**src/srh_pkg.sv**
```systemverilog
// Constants and bit layout of the status reporting hierarchy
package srh_pkg;
    // Status byte bit positions
    localparam int SB_OPS = 7;
    localparam int SB_RQS = 6;
    localparam int SB_ESB = 5;
    localparam int SB_MAV = 4;
    localparam int SB_QES = 3;
    localparam int SB_MEV = 0;
    // Standard event flag bit positions
    localparam int EV_PON = 7;
    localparam int EV_CME = 5;
    localparam int EV_EXE = 4;
    localparam int EV_DDE = 3;
    localparam int EV_QYE = 2;
    localparam int EV_OPC = 0;
    localparam logic [7:0] EV_USED   = 8'hBD;
    localparam logic [7:0] EV_RESET  = 8'h80;
    localparam logic [7:0] MASK_ZERO = 8'h00;
    // Output queue shape
    localparam int QUEUE_WIDTH = 8;
    localparam int QUEUE_DEPTH = 16;
    // Suffix multiplier characters, upper case
    localparam logic [7:0] CH_T    = 8'h54;
    localparam logic [7:0] CH_G    = 8'h47;
    localparam logic [7:0] CH_M    = 8'h4D;
    localparam logic [7:0] CH_A    = 8'h41;
    localparam logic [7:0] CH_K    = 8'h4B;
    localparam logic [7:0] CH_U    = 8'h55;
    localparam logic [7:0] CH_N    = 8'h4E;
    localparam logic [7:0] CH_P    = 8'h50;
    localparam logic [7:0] CH_NONE = 8'h00;
    localparam logic [7:0] CASE_MASK = 8'hDF;
    // Decimal exponents, two's complement
    localparam logic [7:0] EXP_TERA  = 8'h0C;
    localparam logic [7:0] EXP_GIGA  = 8'h09;
    localparam logic [7:0] EXP_MEGA  = 8'h06;
    localparam logic [7:0] EXP_KILO  = 8'h03;
    localparam logic [7:0] EXP_MILLI = 8'hFD;
    localparam logic [7:0] EXP_MICRO = 8'hFA;
    localparam logic [7:0] EXP_NANO  = 8'hF7;
    localparam logic [7:0] EXP_PICO  = 8'hF4;
    // Arbitrary-text query tracking
    typedef enum logic [2:0] {
        SRH_ARB_IDLE = 3'b001,
        SRH_ARB_PEND = 3'b010,
        SRH_ARB_DROP = 3'b100
    } srh_arb_t;
endpackage
```
**src/srh_core.sv**
```systemverilog
// Status reporting hierarchy with output queue and suffix decoder
`timescale 1ns/1ns
`default_nettype none

module srh_fifo #(
    parameter int WIDTH = 8,
    parameter int DEPTH = 16
) (
    input  wire logic             clk_sys,
    input  wire logic             srst,
    input  wire logic             flush,
    input  wire logic             in_valid,
    input  wire logic [WIDTH-1:0] in_data,
    output logic                  in_ready,
    output logic                  out_valid,
    output logic      [WIDTH-1:0] out_data,
    input  wire logic             out_ready
);
    localparam int AW = $clog2(DEPTH);
    logic [WIDTH-1:0] mem [DEPTH];
    logic [AW-1:0]    wr_ptr_r;
    logic [AW-1:0]    rd_ptr_r;
    logic [AW:0]      count_r;
    logic             push;
    logic             pop;

    // Handshakes and honest full/empty
    assign in_ready  = (count_r != (AW+1)'(DEPTH)) && !flush;
    assign out_valid = (count_r != '0);
    assign out_data  = mem[rd_ptr_r];
    assign push      = in_valid && in_ready;
    assign pop       = out_valid && out_ready && !flush;

    // Storage
    always_ff @(posedge clk_sys) begin
        if (push) begin
            mem[wr_ptr_r] <= in_data;
        end
    end

    // Pointers and fill count
    always_ff @(posedge clk_sys) begin
        if (srst || flush) begin
            wr_ptr_r <= '0;
            rd_ptr_r <= '0;
            count_r  <= '0;
        end else begin
            if (push) begin
                wr_ptr_r <= wr_ptr_r + 1'b1;
            end
            if (pop) begin
                rd_ptr_r <= rd_ptr_r + 1'b1;
            end
            count_r <= count_r + {{AW{1'b0}}, push} - {{AW{1'b0}}, pop};
        end
    end
endmodule

module srh_core #(
    parameter int QUEUE_DEPTH = srh_pkg::QUEUE_DEPTH
) (
    input  wire logic       clk_sys,
    input  wire logic       srst,
    input  wire logic       psc_clear,
    input  wire logic       serial_link,
    input  wire logic       operation_summary,
    input  wire logic       questionable_summary,
    input  wire logic       measurement_summary,
    input  wire logic       ev_cmd_err,
    input  wire logic       ev_exe_err,
    input  wire logic       instrument_error_flag,
    input  wire logic       ev_op_done,
    input  wire logic       read_no_query,
    input  wire logic       clear_status,
    input  wire logic       instr_clear,
    input  wire logic       msg_start,
    input  wire logic       msg_end,
    input  wire logic       query_start,
    input  wire logic       query_arb,
    input  wire logic       resp_valid,
    input  wire logic [7:0] resp_data,
    output logic            resp_ready,
    output logic            out_valid,
    output logic      [7:0] out_data,
    input  wire logic       out_ready,
    input  wire logic       sre_wr,
    input  wire logic       ese_wr,
    input  wire logic [7:0] wr_data,
    input  wire logic       stb_rd,
    input  wire logic       sre_rd,
    input  wire logic       ese_rd,
    input  wire logic       esr_rd,
    output logic      [7:0] rd_data,
    output logic            rd_valid,
    input  wire logic       spoll,
    output logic      [7:0] spoll_data,
    output logic            srq_o,
    output logic            srq_oe_n,
    input  wire logic       sfx_valid,
    input  wire logic [7:0] sfx_char0,
    input  wire logic [7:0] sfx_char1,
    input  wire logic       sfx_hz_ohm,
    output logic      [7:0] sfx_exp,
    output logic            sfx_ok
);
    logic [7:0]         request_enable_mask_r;
    logic [7:0]         standard_event_mask_r;
    logic [7:0]         standard_event_flags_r;
    logic [7:0]         standard_event_flags_nxt;
    logic               rqs_r;
    logic               summary_prev_r;
    logic [7:0]         stb_base;
    logic               mss;
    logic               esb;
    logic               summary_rise;
    logic               qye_event;
    logic               queue_flush;
    logic               drop_resp;
    logic               q_in_ready;
    logic               q_in_valid;
    srh_pkg::srh_arb_t  arb_state_r;
    srh_pkg::srh_arb_t  arb_state_nxt;

    // Suffix multiplier decode, returns {ok, exponent}
    function automatic logic [8:0] sfx_decode(input logic [7:0] c0,
                                              input logic [7:0] c1,
                                              input logic       hz_ohm);
        logic [7:0] u0;
        logic [7:0] u1;
        logic [8:0] r;
        u0 = c0 & srh_pkg::CASE_MASK;
        u1 = c1 & srh_pkg::CASE_MASK;
        r  = {1'b0, 8'h00};
        if (u0 == srh_pkg::CH_M && u1 == srh_pkg::CH_A) begin
            r = {1'b1, srh_pkg::EXP_MEGA};
        end else if (u1 == srh_pkg::CH_NONE) begin
            case (u0)
                srh_pkg::CH_T: r = {1'b1, srh_pkg::EXP_TERA};
                srh_pkg::CH_G: r = {1'b1, srh_pkg::EXP_GIGA};
                srh_pkg::CH_K: r = {1'b1, srh_pkg::EXP_KILO};
                srh_pkg::CH_U: r = {1'b1, srh_pkg::EXP_MICRO};
                srh_pkg::CH_N: r = {1'b1, srh_pkg::EXP_NANO};
                srh_pkg::CH_P: r = {1'b1, srh_pkg::EXP_PICO};
                srh_pkg::CH_M: r = hz_ohm ? {1'b1, srh_pkg::EXP_MEGA}
                                          : {1'b1, srh_pkg::EXP_MILLI};
                default:       r = {1'b0, 8'h00};
            endcase
        end
        return r;
    endfunction

    // Live status byte without bit 6
    always_comb begin
        stb_base                 = 8'h00;
        stb_base[srh_pkg::SB_OPS] = operation_summary;
        stb_base[srh_pkg::SB_ESB] = esb;
        stb_base[srh_pkg::SB_MAV] = out_valid;
        stb_base[srh_pkg::SB_QES] = questionable_summary;
        stb_base[srh_pkg::SB_MEV] = measurement_summary;
    end

    // Summaries from current values
    assign esb = |(standard_event_flags_r & standard_event_mask_r);
    assign mss = |(stb_base & request_enable_mask_r);
    assign summary_rise = mss && !summary_prev_r;

    // Enable masks, kept across clears, zeroed at power-on if asked
    always_ff @(posedge clk_sys) begin
        if (srst) begin
            if (psc_clear) begin
                request_enable_mask_r <= srh_pkg::MASK_ZERO;
                standard_event_mask_r <= srh_pkg::MASK_ZERO;
            end
        end else begin
            if (sre_wr) begin
                request_enable_mask_r <= wr_data;
            end
            if (ese_wr) begin
                standard_event_mask_r <= wr_data;
            end
        end
    end

    // Request-service bit: set on rise, cleared by poll, set wins
    always_ff @(posedge clk_sys) begin
        if (srst) begin
            rqs_r          <= 1'b0;
            summary_prev_r <= 1'b0;
        end else begin
            summary_prev_r <= mss;
            if (summary_rise) begin
                rqs_r <= 1'b1;
            end else if (spoll) begin
                rqs_r <= 1'b0;
            end
        end
    end

    // Open-collector request line, enable low while pulling
    assign srq_o    = 1'b0;
    assign srq_oe_n = !rqs_r;

    // Query error sources
    assign queue_flush = msg_start && out_valid && !serial_link;
    assign qye_event   = read_no_query || queue_flush
                       || (query_start && arb_state_r == srh_pkg::SRH_ARB_PEND);

    // Standard event flags, events win over read or clear
    always_comb begin
        standard_event_flags_nxt = standard_event_flags_r;
        if (esr_rd || clear_status) begin
            standard_event_flags_nxt = 8'h00;
        end
        standard_event_flags_nxt[srh_pkg::EV_CME] =
            standard_event_flags_nxt[srh_pkg::EV_CME] | ev_cmd_err;
        standard_event_flags_nxt[srh_pkg::EV_EXE] =
            standard_event_flags_nxt[srh_pkg::EV_EXE] | ev_exe_err;
        standard_event_flags_nxt[srh_pkg::EV_DDE] =
            standard_event_flags_nxt[srh_pkg::EV_DDE] | instrument_error_flag;
        standard_event_flags_nxt[srh_pkg::EV_QYE] =
            standard_event_flags_nxt[srh_pkg::EV_QYE] | qye_event;
        standard_event_flags_nxt[srh_pkg::EV_OPC] =
            standard_event_flags_nxt[srh_pkg::EV_OPC] | ev_op_done;
        standard_event_flags_nxt = standard_event_flags_nxt & srh_pkg::EV_USED;
    end

    // Event flag storage, power-on flag after reset
    always_ff @(posedge clk_sys) begin
        if (srst) begin
            standard_event_flags_r <= srh_pkg::EV_RESET;
        end else begin
            standard_event_flags_r <= standard_event_flags_nxt;
        end
    end

    // Arbitrary-text query tracking within one message
    always_comb begin
        arb_state_nxt = arb_state_r;
        case (arb_state_r)
            srh_pkg::SRH_ARB_IDLE: begin
                if (query_start && query_arb && !msg_end) begin
                    arb_state_nxt = srh_pkg::SRH_ARB_PEND;
                end
            end
            srh_pkg::SRH_ARB_PEND: begin
                if (msg_end) begin
                    arb_state_nxt = srh_pkg::SRH_ARB_IDLE;
                end else if (query_start) begin
                    arb_state_nxt = srh_pkg::SRH_ARB_DROP;
                end
            end
            srh_pkg::SRH_ARB_DROP: begin
                if (msg_end) begin
                    arb_state_nxt = srh_pkg::SRH_ARB_IDLE;
                end
            end
            default: arb_state_nxt = srh_pkg::SRH_ARB_IDLE;
        endcase
    end

    // Tracker state register
    always_ff @(posedge clk_sys) begin
        if (srst || instr_clear) begin
            arb_state_r <= srh_pkg::SRH_ARB_IDLE;
        end else begin
            arb_state_r <= arb_state_nxt;
        end
    end

    // Responses of a dropped query are taken and thrown away
    assign drop_resp  = (arb_state_r == srh_pkg::SRH_ARB_DROP);
    assign q_in_valid = resp_valid && !drop_resp;
    assign resp_ready = drop_resp || q_in_ready;

    // Output queue
    srh_fifo #(
        .WIDTH (srh_pkg::QUEUE_WIDTH),
        .DEPTH (QUEUE_DEPTH)
    ) u_queue (
        .clk_sys   (clk_sys),
        .srst      (srst),
        .flush     (instr_clear || queue_flush),
        .in_valid  (q_in_valid),
        .in_data   (resp_data),
        .in_ready  (q_in_ready),
        .out_valid (out_valid),
        .out_data  (out_data),
        .out_ready (out_ready)
    );

    // Register read answers, one cycle after the strobe
    always_ff @(posedge clk_sys) begin
        if (srst) begin
            rd_data  <= 8'h00;
            rd_valid <= 1'b0;
        end else begin
            rd_valid <= stb_rd || sre_rd || ese_rd || esr_rd;
            if (stb_rd) begin
                rd_data <= stb_base | {1'b0, mss, 6'b000000};
            end else if (sre_rd) begin
                rd_data <= request_enable_mask_r;
            end else if (ese_rd) begin
                rd_data <= standard_event_mask_r;
            end else if (esr_rd) begin
                rd_data <= standard_event_flags_r;
            end
        end
    end

    // Serial poll answer carries the request-service bit
    always_ff @(posedge clk_sys) begin
        if (srst) begin
            spoll_data <= 8'h00;
        end else if (spoll) begin
            spoll_data <= stb_base | {1'b0, rqs_r, 6'b000000};
        end
    end

    // Suffix decode result
    always_ff @(posedge clk_sys) begin
        if (srst) begin
            sfx_exp <= 8'h00;
            sfx_ok  <= 1'b0;
        end else if (sfx_valid) begin
            {sfx_ok, sfx_exp} <= sfx_decode(sfx_char0, sfx_char1,
                                            sfx_hz_ohm);
        end
    end

    // Checks
    property p_rqs_set;
        @(posedge clk_sys) disable iff (srst)
        summary_rise |=> rqs_r;
    endproperty
    a_rqs_set: assert property (p_rqs_set)
        else $error("request-service bit not set on summary rise");

    property p_rqs_clr;
        @(posedge clk_sys) disable iff (srst)
        spoll && !summary_rise |=> !rqs_r ##1 (!rqs_r || $past(summary_rise));
    endproperty
    a_rqs_clr: assert property (p_rqs_clr)
        else $error("request-service bit survived serial poll");

    property p_srq_pin;
        @(posedge clk_sys) disable iff (srst)
        $rose(rqs_r) |-> !srq_oe_n && !srq_o;
    endproperty
    a_srq_pin: assert property (p_srq_pin)
        else $error("request line not pulled with request pending");

    property p_mav;
        @(posedge clk_sys) disable iff (srst)
        stb_rd |=> rd_data[srh_pkg::SB_MAV] == $past(out_valid)
                && rd_data[2:1] == 2'b00;
    endproperty
    a_mav: assert property (p_mav)
        else $error("status byte message bit wrong");

    property p_esr_clear;
        @(posedge clk_sys) disable iff (srst)
        esr_rd && !ev_cmd_err && !ev_exe_err && !instrument_error_flag
        && !ev_op_done && !qye_event |=> standard_event_flags_r == 8'h00;
    endproperty
    a_esr_clear: assert property (p_esr_clear)
        else $error("event flags not cleared by read");

    property p_unused_zero;
        @(posedge clk_sys) disable iff (srst)
        ##1 standard_event_flags_r[6] == 1'b0 && standard_event_flags_r[1] == 1'b0;
    endproperty
    a_unused_zero: assert property (p_unused_zero)
        else $error("unused event flag bit set");

    property p_flush;
        @(posedge clk_sys) disable iff (srst)
        msg_start && out_valid && !serial_link |=>
            !out_valid && standard_event_flags_r[srh_pkg::EV_QYE];
    endproperty
    a_flush: assert property (p_flush)
        else $error("queue not discarded with query error");

    property p_duplex;
        @(posedge clk_sys) disable iff (srst)
        msg_start && serial_link && out_valid && !out_ready
        && !instr_clear |=> out_valid;
    endproperty
    a_duplex: assert property (p_duplex)
        else $error("serial link lost queued response");

    property p_mask_keep;
        @(posedge clk_sys) disable iff (srst)
        (clear_status || instr_clear) && !sre_wr && !ese_wr |=>
            $stable(request_enable_mask_r) && $stable(standard_event_mask_r);
    endproperty
    a_mask_keep: assert property (p_mask_keep)
        else $error("enable mask changed by clear");

    property p_drop;
        @(posedge clk_sys) disable iff (srst)
        arb_state_r == srh_pkg::SRH_ARB_PEND && query_start && !msg_end |=>
            resp_ready && standard_event_flags_r[srh_pkg::EV_QYE];
    endproperty
    a_drop: assert property (p_drop)
        else $error("later query not suppressed");

    property p_sfx_mega;
        @(posedge clk_sys) disable iff (srst)
        sfx_valid && sfx_hz_ohm && sfx_char0 == srh_pkg::CH_M
        && sfx_char1 == srh_pkg::CH_NONE |=> sfx_ok
        && sfx_exp == srh_pkg::EXP_MEGA;
    endproperty
    a_sfx_mega: assert property (p_sfx_mega)
        else $error("mega suffix misdecoded");

    c_srq: cover property (@(posedge clk_sys) disable iff (srst)
        $rose(rqs_r) ##[1:20] spoll);
    c_full: cover property (@(posedge clk_sys) disable iff (srst)
        resp_valid && !resp_ready);
    c_flush: cover property (@(posedge clk_sys) disable iff (srst)
        queue_flush);
    c_drop: cover property (@(posedge clk_sys) disable iff (srst)
        drop_resp && resp_valid);
endmodule

`default_nettype wire

```
**config.mk**
```make
export PLATFORM = sky130hd
export DESIGN_NAME = srh_core
export DESIGN_NICKNAME = d
export VERILOG_FILES = /design/src/srh_pkg.sv /design/src/srh_core.sv
export SDC_FILE = /design/constraint.sdc
export NUM_CORES = 1
export LEC_CHECK = 0
export BUFFER_PORTS_ARGS = -buffer_cell sky130_fd_sc_hd__buf_4
export CORE_MARGIN = 2
export CORE_UTILIZATION = 65
export CTS_BUF_LIST = sky130_fd_sc_hd__clkbuf_2 sky130_fd_sc_hd__clkbuf_4 sky130_fd_sc_hd__clkbuf_8
export CTS_CLUSTER_SIZE = 24
export DETAILED_ROUTE_END_ITERATION = 7
export PLACE_DENSITY = 0.88
export SLEW_MARGIN = 10
export SYNTH_ARGS = -nofsm -noshare
export SYNTH_HDL_FRONTEND = slang
export SYNTH_SLANG_ARGS = --single-unit
```
**constraint.sdc**
```tcl
create_clock -name clk_sys -period 4.6 [get_ports clk_sys]
set_input_delay 0 -clock clk_sys [delete_from_list [all_inputs] [get_ports clk_sys]]
set_output_delay 0 -clock clk_sys [all_outputs]
set_load 0.05 [all_outputs]
```
Yosys cells after proc, flatten, opt, wreduce, memory -nomap -nowiden
Memories as Yosys holds them, arrays and structs flattened. A register that Yosys moved wholly into a read port is not among the register bits.
Cells that the tools add are included.
{ "totals": {"regBits": 66, "ram_bits": 128, "in_bits": 61, "mem_count": 1} }
{ "mem_list": {"columns": ["memory", "words", "width", "read_ports", "rd_clocked_by_memory_dff", "wr", "line", "rtl"], "rows": [
  ["u_queue.mem", 16, 8, 1, 1, 1, "srh_core.sv:20", "logic [WIDTH-1:0] mem [DEPTH];"]
]} }
{ "op_classes": {"n_addsub": 4, "eq_ne": 16, "muxes": 25, "n_bitwise": 9, "n_reduce_logical": 39} }
{ "op_table": {"columns": ["cell", "count"], "rows": [
  ["$mux 8", 10],
  ["$pmux 9 s7", 1],
  ["$eq 7x6->1 const B", 8],
  ["$mux 9", 2],
  ["$and 8x8->8", 2],
  ["$or 8x7->8", 2],
  ["$reduce_or 8->1", 2],
  ["$logic_and 1x1->1", 12],
  ["$mux 3", 4],
  ["$logic_or 1x1->1", 10],
  ["$pmux 3 s3", 1],
  ["$add 4x1->4 const B", 2],
  ["$logic_not 8->1", 1],
  ["$mux 4", 2],
  ["$logic_not 1->1", 6],
  ["$mux 6", 1],
  ["$reduce_bool 2->1", 3],
  ["$add 5x1->5", 1],
  ["$ne 5x5->1 const B", 1],
  ["$or 1x1->1", 5],
  ["$reduce_bool 5->1", 1],
  ["$sub 5x1->5", 1],
  ["$mux 1", 4],
  ["$ne 2x2->1 const B", 2],
  ["8 further kinds", 9]
]} }

Longest topological paths before layout
{ "depth": {"word_depth": 9, "ltp_mapped": 14, "mapped_depth_nobuf": 14} }

Cells and area by module
Synthesis repeated with hierarchy kept, for this count alone.
{ "unflattened": {"hier_cells": 558, "hier_area_um2": 8206.6} }
{ "modules_own_cells": {"columns": ["module", "n_inst", "cells_each", "area_each_um2", "seq_area_each_um2"], "rows": [
  ["srh_fifo", 1, 312, 5838.1, 4184.0],
  ["srh_core", 1, 246, 2368.5, 1121.1]
]} }

Worst setup path after synthesis
Ideal clock, no wire load.
{ "synth_path": {"path_kind": "register to register", "from": "register u_queue.count_r[2]", "to": "register u_queue.count_r[4]", "setup_ns": 0.123, "t_arrival_ns": 2.529, "required_time_ns": 4.477, "path_slack_ns": 1.948, "stages_incl_launch_ff": 15, "n_path_buf": 0, "synth_period_minus_slack_ns": 2.652, "path_cell_list": "dfxtp_1 > inv_1 > ha_1 > nor4b_2 > nor4b_2 > ha_1 > inv_1 > ha_1 > inv_1 > fa_1 > inv_1 > a21oi_1 > nor2_1 > or3_1 > a21oi_1"} }
{ "synth_between": {"word_cells_on_any_way": 13, "classes_between": "add/sub: 2; eq/ne: 1; reduce/logical: 10"} }
{ "synth_lines": {"columns": ["item", "line", "rtl"], "rows": [
  ["start, declared", "srh_core.sv:23", "logic [AW:0] count_r;"],
  ["start signal, assigned", "srh_core.sv:54", "count_r <= count_r + {{AW{1'b0}}, push} - {{AW{1'b0}}, pop};"],
  ["$reduce_bool 5->1 *", "srh_core.sv:29", "assign out_valid = (count_r != '0);"],
  ["$logic_and 1x1->1 (2 in a row)", "srh_core.sv:204", "assign queue_flush = msg_start && out_valid && !serial_link;"],
  ["$logic_or 1x1->1", "srh_core.sv:282", ".flush (instr_clear || queue_flush),"],
  ["$logic_not 1->1", "srh_core.sv:32", "assign pop = out_valid && out_ready && !flush;"],
  ["$logic_and 1x1->1 *", "srh_core.sv:32", null],
  ["via u_queue.pop", "srh_core.sv:25", "logic pop;"],
  ["$sub 5x1->5 *", "srh_core.sv:54", null]
]} }
Mark *: on every way through the listed nets, which the timed path passes. The rest lies on a longest branch.
A chain may end at the register's enable or synchronous reset.

Worst setup path after layout
Ends and elaborated chain as after synthesis.

==> impl_results.md <==
* Status: finished, final reports clean
* Synth Register Bits at between 150 and 200
* Root Buffer: clkbuf_8
* 1st-iter DRT viols at 660
* Reg power frac at a little over half
* First-pass GRT wire length at 30.9 mm
* Synth area leader: edfxtp_1
* Req. time, crit path at 4.92 ns
* DIE HEIGHT at between 100 and 150 microns
* Syn Inst Count at 541
* Seq/Total Area, Yosys at 64.9%
* Leakage at 3.64 nW
* DR pass1 iterations at 5
* Synthesized area at 8180 sq um
* Clock power frac at 35.4%
* Io pins at 99
* Pint at approximately 0.0028 W
* Detail Route Antenna Nets at 0
* Longest Clk Path Bufs at 2
* Final HPWL DP at 11.6 mm
* Worst Setup End Kind: flop
* Switching Share at a little under a quarter
* Crit path top cell by count: inv_1
* Vias/cell at 6.29
* Vias in the first global route at 5687
* Number of CTS-inserted buffers at 17
* Drt total wl at 20.3 mm
* Final hold violations at 0
* Hold slack final at 0.0608 ns
* Port Buffer Count at 93
* Die area at roughly 13000 sq um
* Area grow syn2layout at 22.6%
* Synth area leaders: edfxtp_1 53%, dfxtp_1 12%, mux4_1 6.7%, mux4_2 5.2%, nor2_1 2.5%
* CTS sink count at around 190
* Synth Flop Type: edfxtp_1
* Tcrit/Tclk final at 67.3%
* Slew headroom at 12.9%
* Switch Pwr at 0.000859 W
* Post-synth ARST share at 0%
* Yosys cell types at 57
* Least-Margin Pin Slew at 1.29 ns
* Initial antenna violation count at 0
* Core area at 12200 sq um
* Gpl congestion at ~0.83
* RSZ-0062 raised after global routing: no
* NumNets Final at 759
* Top Layer Used: met4
* Number of synthesized flops with an enable pin at roughly 140
* Worst Path Arrival at 3.42 ns
* Initial Util at 67.3%
* CTS tree: built
* Worst-path fanout max at 5
* Startpoint Class: flop
* # rows at 40
* Clock slew at reported path FFs at roughly 0.09 ns
* Crit-path max cell delay at 0.62 ns
* Slowest CP cell: nor4b_2
* Combinational cell fraction of total power at 11.6%
* WL met2 at 10.5 mm
* Largest net degree at the start of global routing at between 40 and 50
* Setup Fix Bufs, Post-CTS at 0
* Max Freq at ~320 MHz
* Worst path cell trace: inv_1, ha_1, nor4b_2, nor4b_2, ha_1, inv_1, ha_1, inv_1, fa_1, inv_1, a21oi_1, nor2_1, or3_1, a21oi_1
* Worst Hold Class: primary input to flop
* Max cap viols at 0
* IR drop worst, VDD at 359 uV
* Width of the die at between 100 and 150 microns
* Max Slew Vio Count at 0
* Clock skew at 0.0170 ns
* Total grt overflow at 0
* Clk Latency, worst-skew pair at 0.47 ns
* Avg WL per Cell at 23.4 microns
* PD cells at 366 nW/um^2
* Via count at 5453
* Yosys warning count at 0
* Final setup fails at 0
* Post-route DRC at 0
* Setup Total Neg Slack at 0 ns
* M1 wire length at roughly 7.7 mm
* Fraction of layout cells with a size suffix above 1 at roughly 22%
* Fin crit period at 3.10 ns
* Gr usage total at 31.8%
* Htree depth at 4
* Share of the synthesized area in the top cell type at a little over half
* Setup CP Type: flop to flop
* N_diodes at 0
* Met3 WL at approximately 1.3 mm
* Syn_area_per_cell at 15.1 sq um
==> area by class of cell <==
cell class | instances | area (sq um)
inverter | 20 | 75.1
fill | 543 | 2140
clock buffer | 23 | 310
tap | 168 | 210
multi-input combinational | 297 | 2610
timing repair buffer | 157 | 1330
sequential | 193 | 5310
clock inverter | 9 | 176
==> power groups by stage <==
| stage | Combinational [W] | Clock (W) | Sequential [W] |
|---|---|---|---|
| after detailed placement | 0.000361 | 0 | 0.00198 |
| after CTS | 0.000404 | 0.00129 | 0.00194 |
| after global routing | 0.000444 | 0.00137 | 0.00195 |
| final | 0.000424 | 0.00130 | 0.00194 |
| after floorplan | 0.000199 | 0 | 0.00201 |
| after global placement | 0.000346 | 0 | 0.00198 |
==> synthesized netlist by cell type, drive strengths merged (3+ instances only) <==
cell / instances
edfxtp: 144
nor2: 55
dfxtp: 49
mux4: 40
nand2: 30
a21oi: 22
buf: 20
inv: 20
mux2i: 18
o21ai: 14
clkbuf: 13
nor2b: 12
ha: 11
nor3: 10
a211oi: 8
xor2: 7
nand2b: 6
a22oi: 5
nand3: 5
xnor2: 5
nand3b: 4
o22ai: 4
a31oi: 3
and3: 3
nor3b: 3
==> worst max-delay path: cells and delay by family (launching register included) <==
| kind | cells | cell delay [ns] |
|---|---|---|
| compound gates | 2 | 0.11 |
| buf+inv | 4 | 0.25 |
| flops | 1 | 0.35 |
| simple gates | 4 | 1.08 |
| fa+ha+maj | 4 | 1.15 |
==> flip-flops by register name (all words and copies together), names as in the netlist, 5 cells and up, named ones only <==
| signal | count |
|---|---|
| rd_data | 8 |
| request_enable_mask_r | 8 |
| sfx_exp | 5 |
| spoll_data | 6 |
| standard_event_flags_r | 6 |
| standard_event_mask_r | 8 |
| u_queue.count_r | 5 |
| u_queue.mem | 128 |
==> per-stage QoR <==
stage / utilization [%] / setup slack, ns / total power, W / cells / cell area [sq um]
2_1_floorplan: - / 1.95 / 0.00221 / 543 / 8190
3_3_place_gp: 73.3 / 1.72 / 0.00232 / 773 / 8920
3_5_place_dp: 73.3 / 1.59 / 0.00234 / 773 / 8920
4_1_cts: 82.4 / 1.55 / 0.00363 / 867 / 10000
5_1_grt: 82.4 / 1.28 / 0.00376 / 867 / 10000
6_report: 82.4 / 1.50 / 0.00367 / 867 / 10000
==> path summary, 6_finish.rpt <==
kind | from | slack (ns) | cells past startpoint | end
hold reg to reg | sfx_ok$_SDFFE_PP0P_ | 0.49 | 2 | sfx_ok$_SDFFE_PP0P_
setup / recovery | u_queue.count_r[2]$_SDFF_PP0_ | 1.50 | 14 | u_queue.count_r[4]$_SDFF_PP0_
hold / removal | sfx_char0[1] | 0.06 | 4 | sfx_exp[2]$_SDFFE_PP0P_
setup reg to reg | u_queue.count_r[2]$_SDFF_PP0_ | 1.50 | 14 | u_queue.count_r[4]$_SDFF_PP0_
==> cell usage in the layout, fill, tap and decap left out, drive strengths merged, types with 7 or more instances in the layout <==
cell / count
nand2: 30
o21ai: 14
edfxtp: 144
clkbuf: 23
inv: 20
nor2: 55
a21oi: 22
a211oi: 8
ha: 11
nor2b: 12
nor3: 10
dlygate4sd3: 62
mux4: 40
dfxtp: 49
mux2i: 18
xor2: 7
buf: 95
==> repair_timing <==
action | CTS | global route
resized for setup | 0 | 0
hold buffers | 62 | 0
hold endpoints to repair | 181 | 0
==> cell families (layout without fill, tap and decap cells) <==
logic type / after synthesis / count (layout) / synth area share [%]
flops: 193 / 193 / 64.9
simple gates: 144 / 144 / 8.98
compound gates: 68 / 68 / 5.43
mux: 58 / 58 / 14.2
buf+inv: 53 / 209 / 3.29
fa+ha+maj: 12 / 12 / 1.93
xor+xnor: 12 / 12 / 1.28
other cells: 1 / 3 / 0.0458
==> per-layer routing <==
layer / track usage, % / vias up
li1: - / 2346
met1: 38.6 / 2694
met5: 0 / -
met2: 54.5 / 330
met3: 7.58 / 83
met4: 14.8 / 0
(Power assumes the default switching activity.)
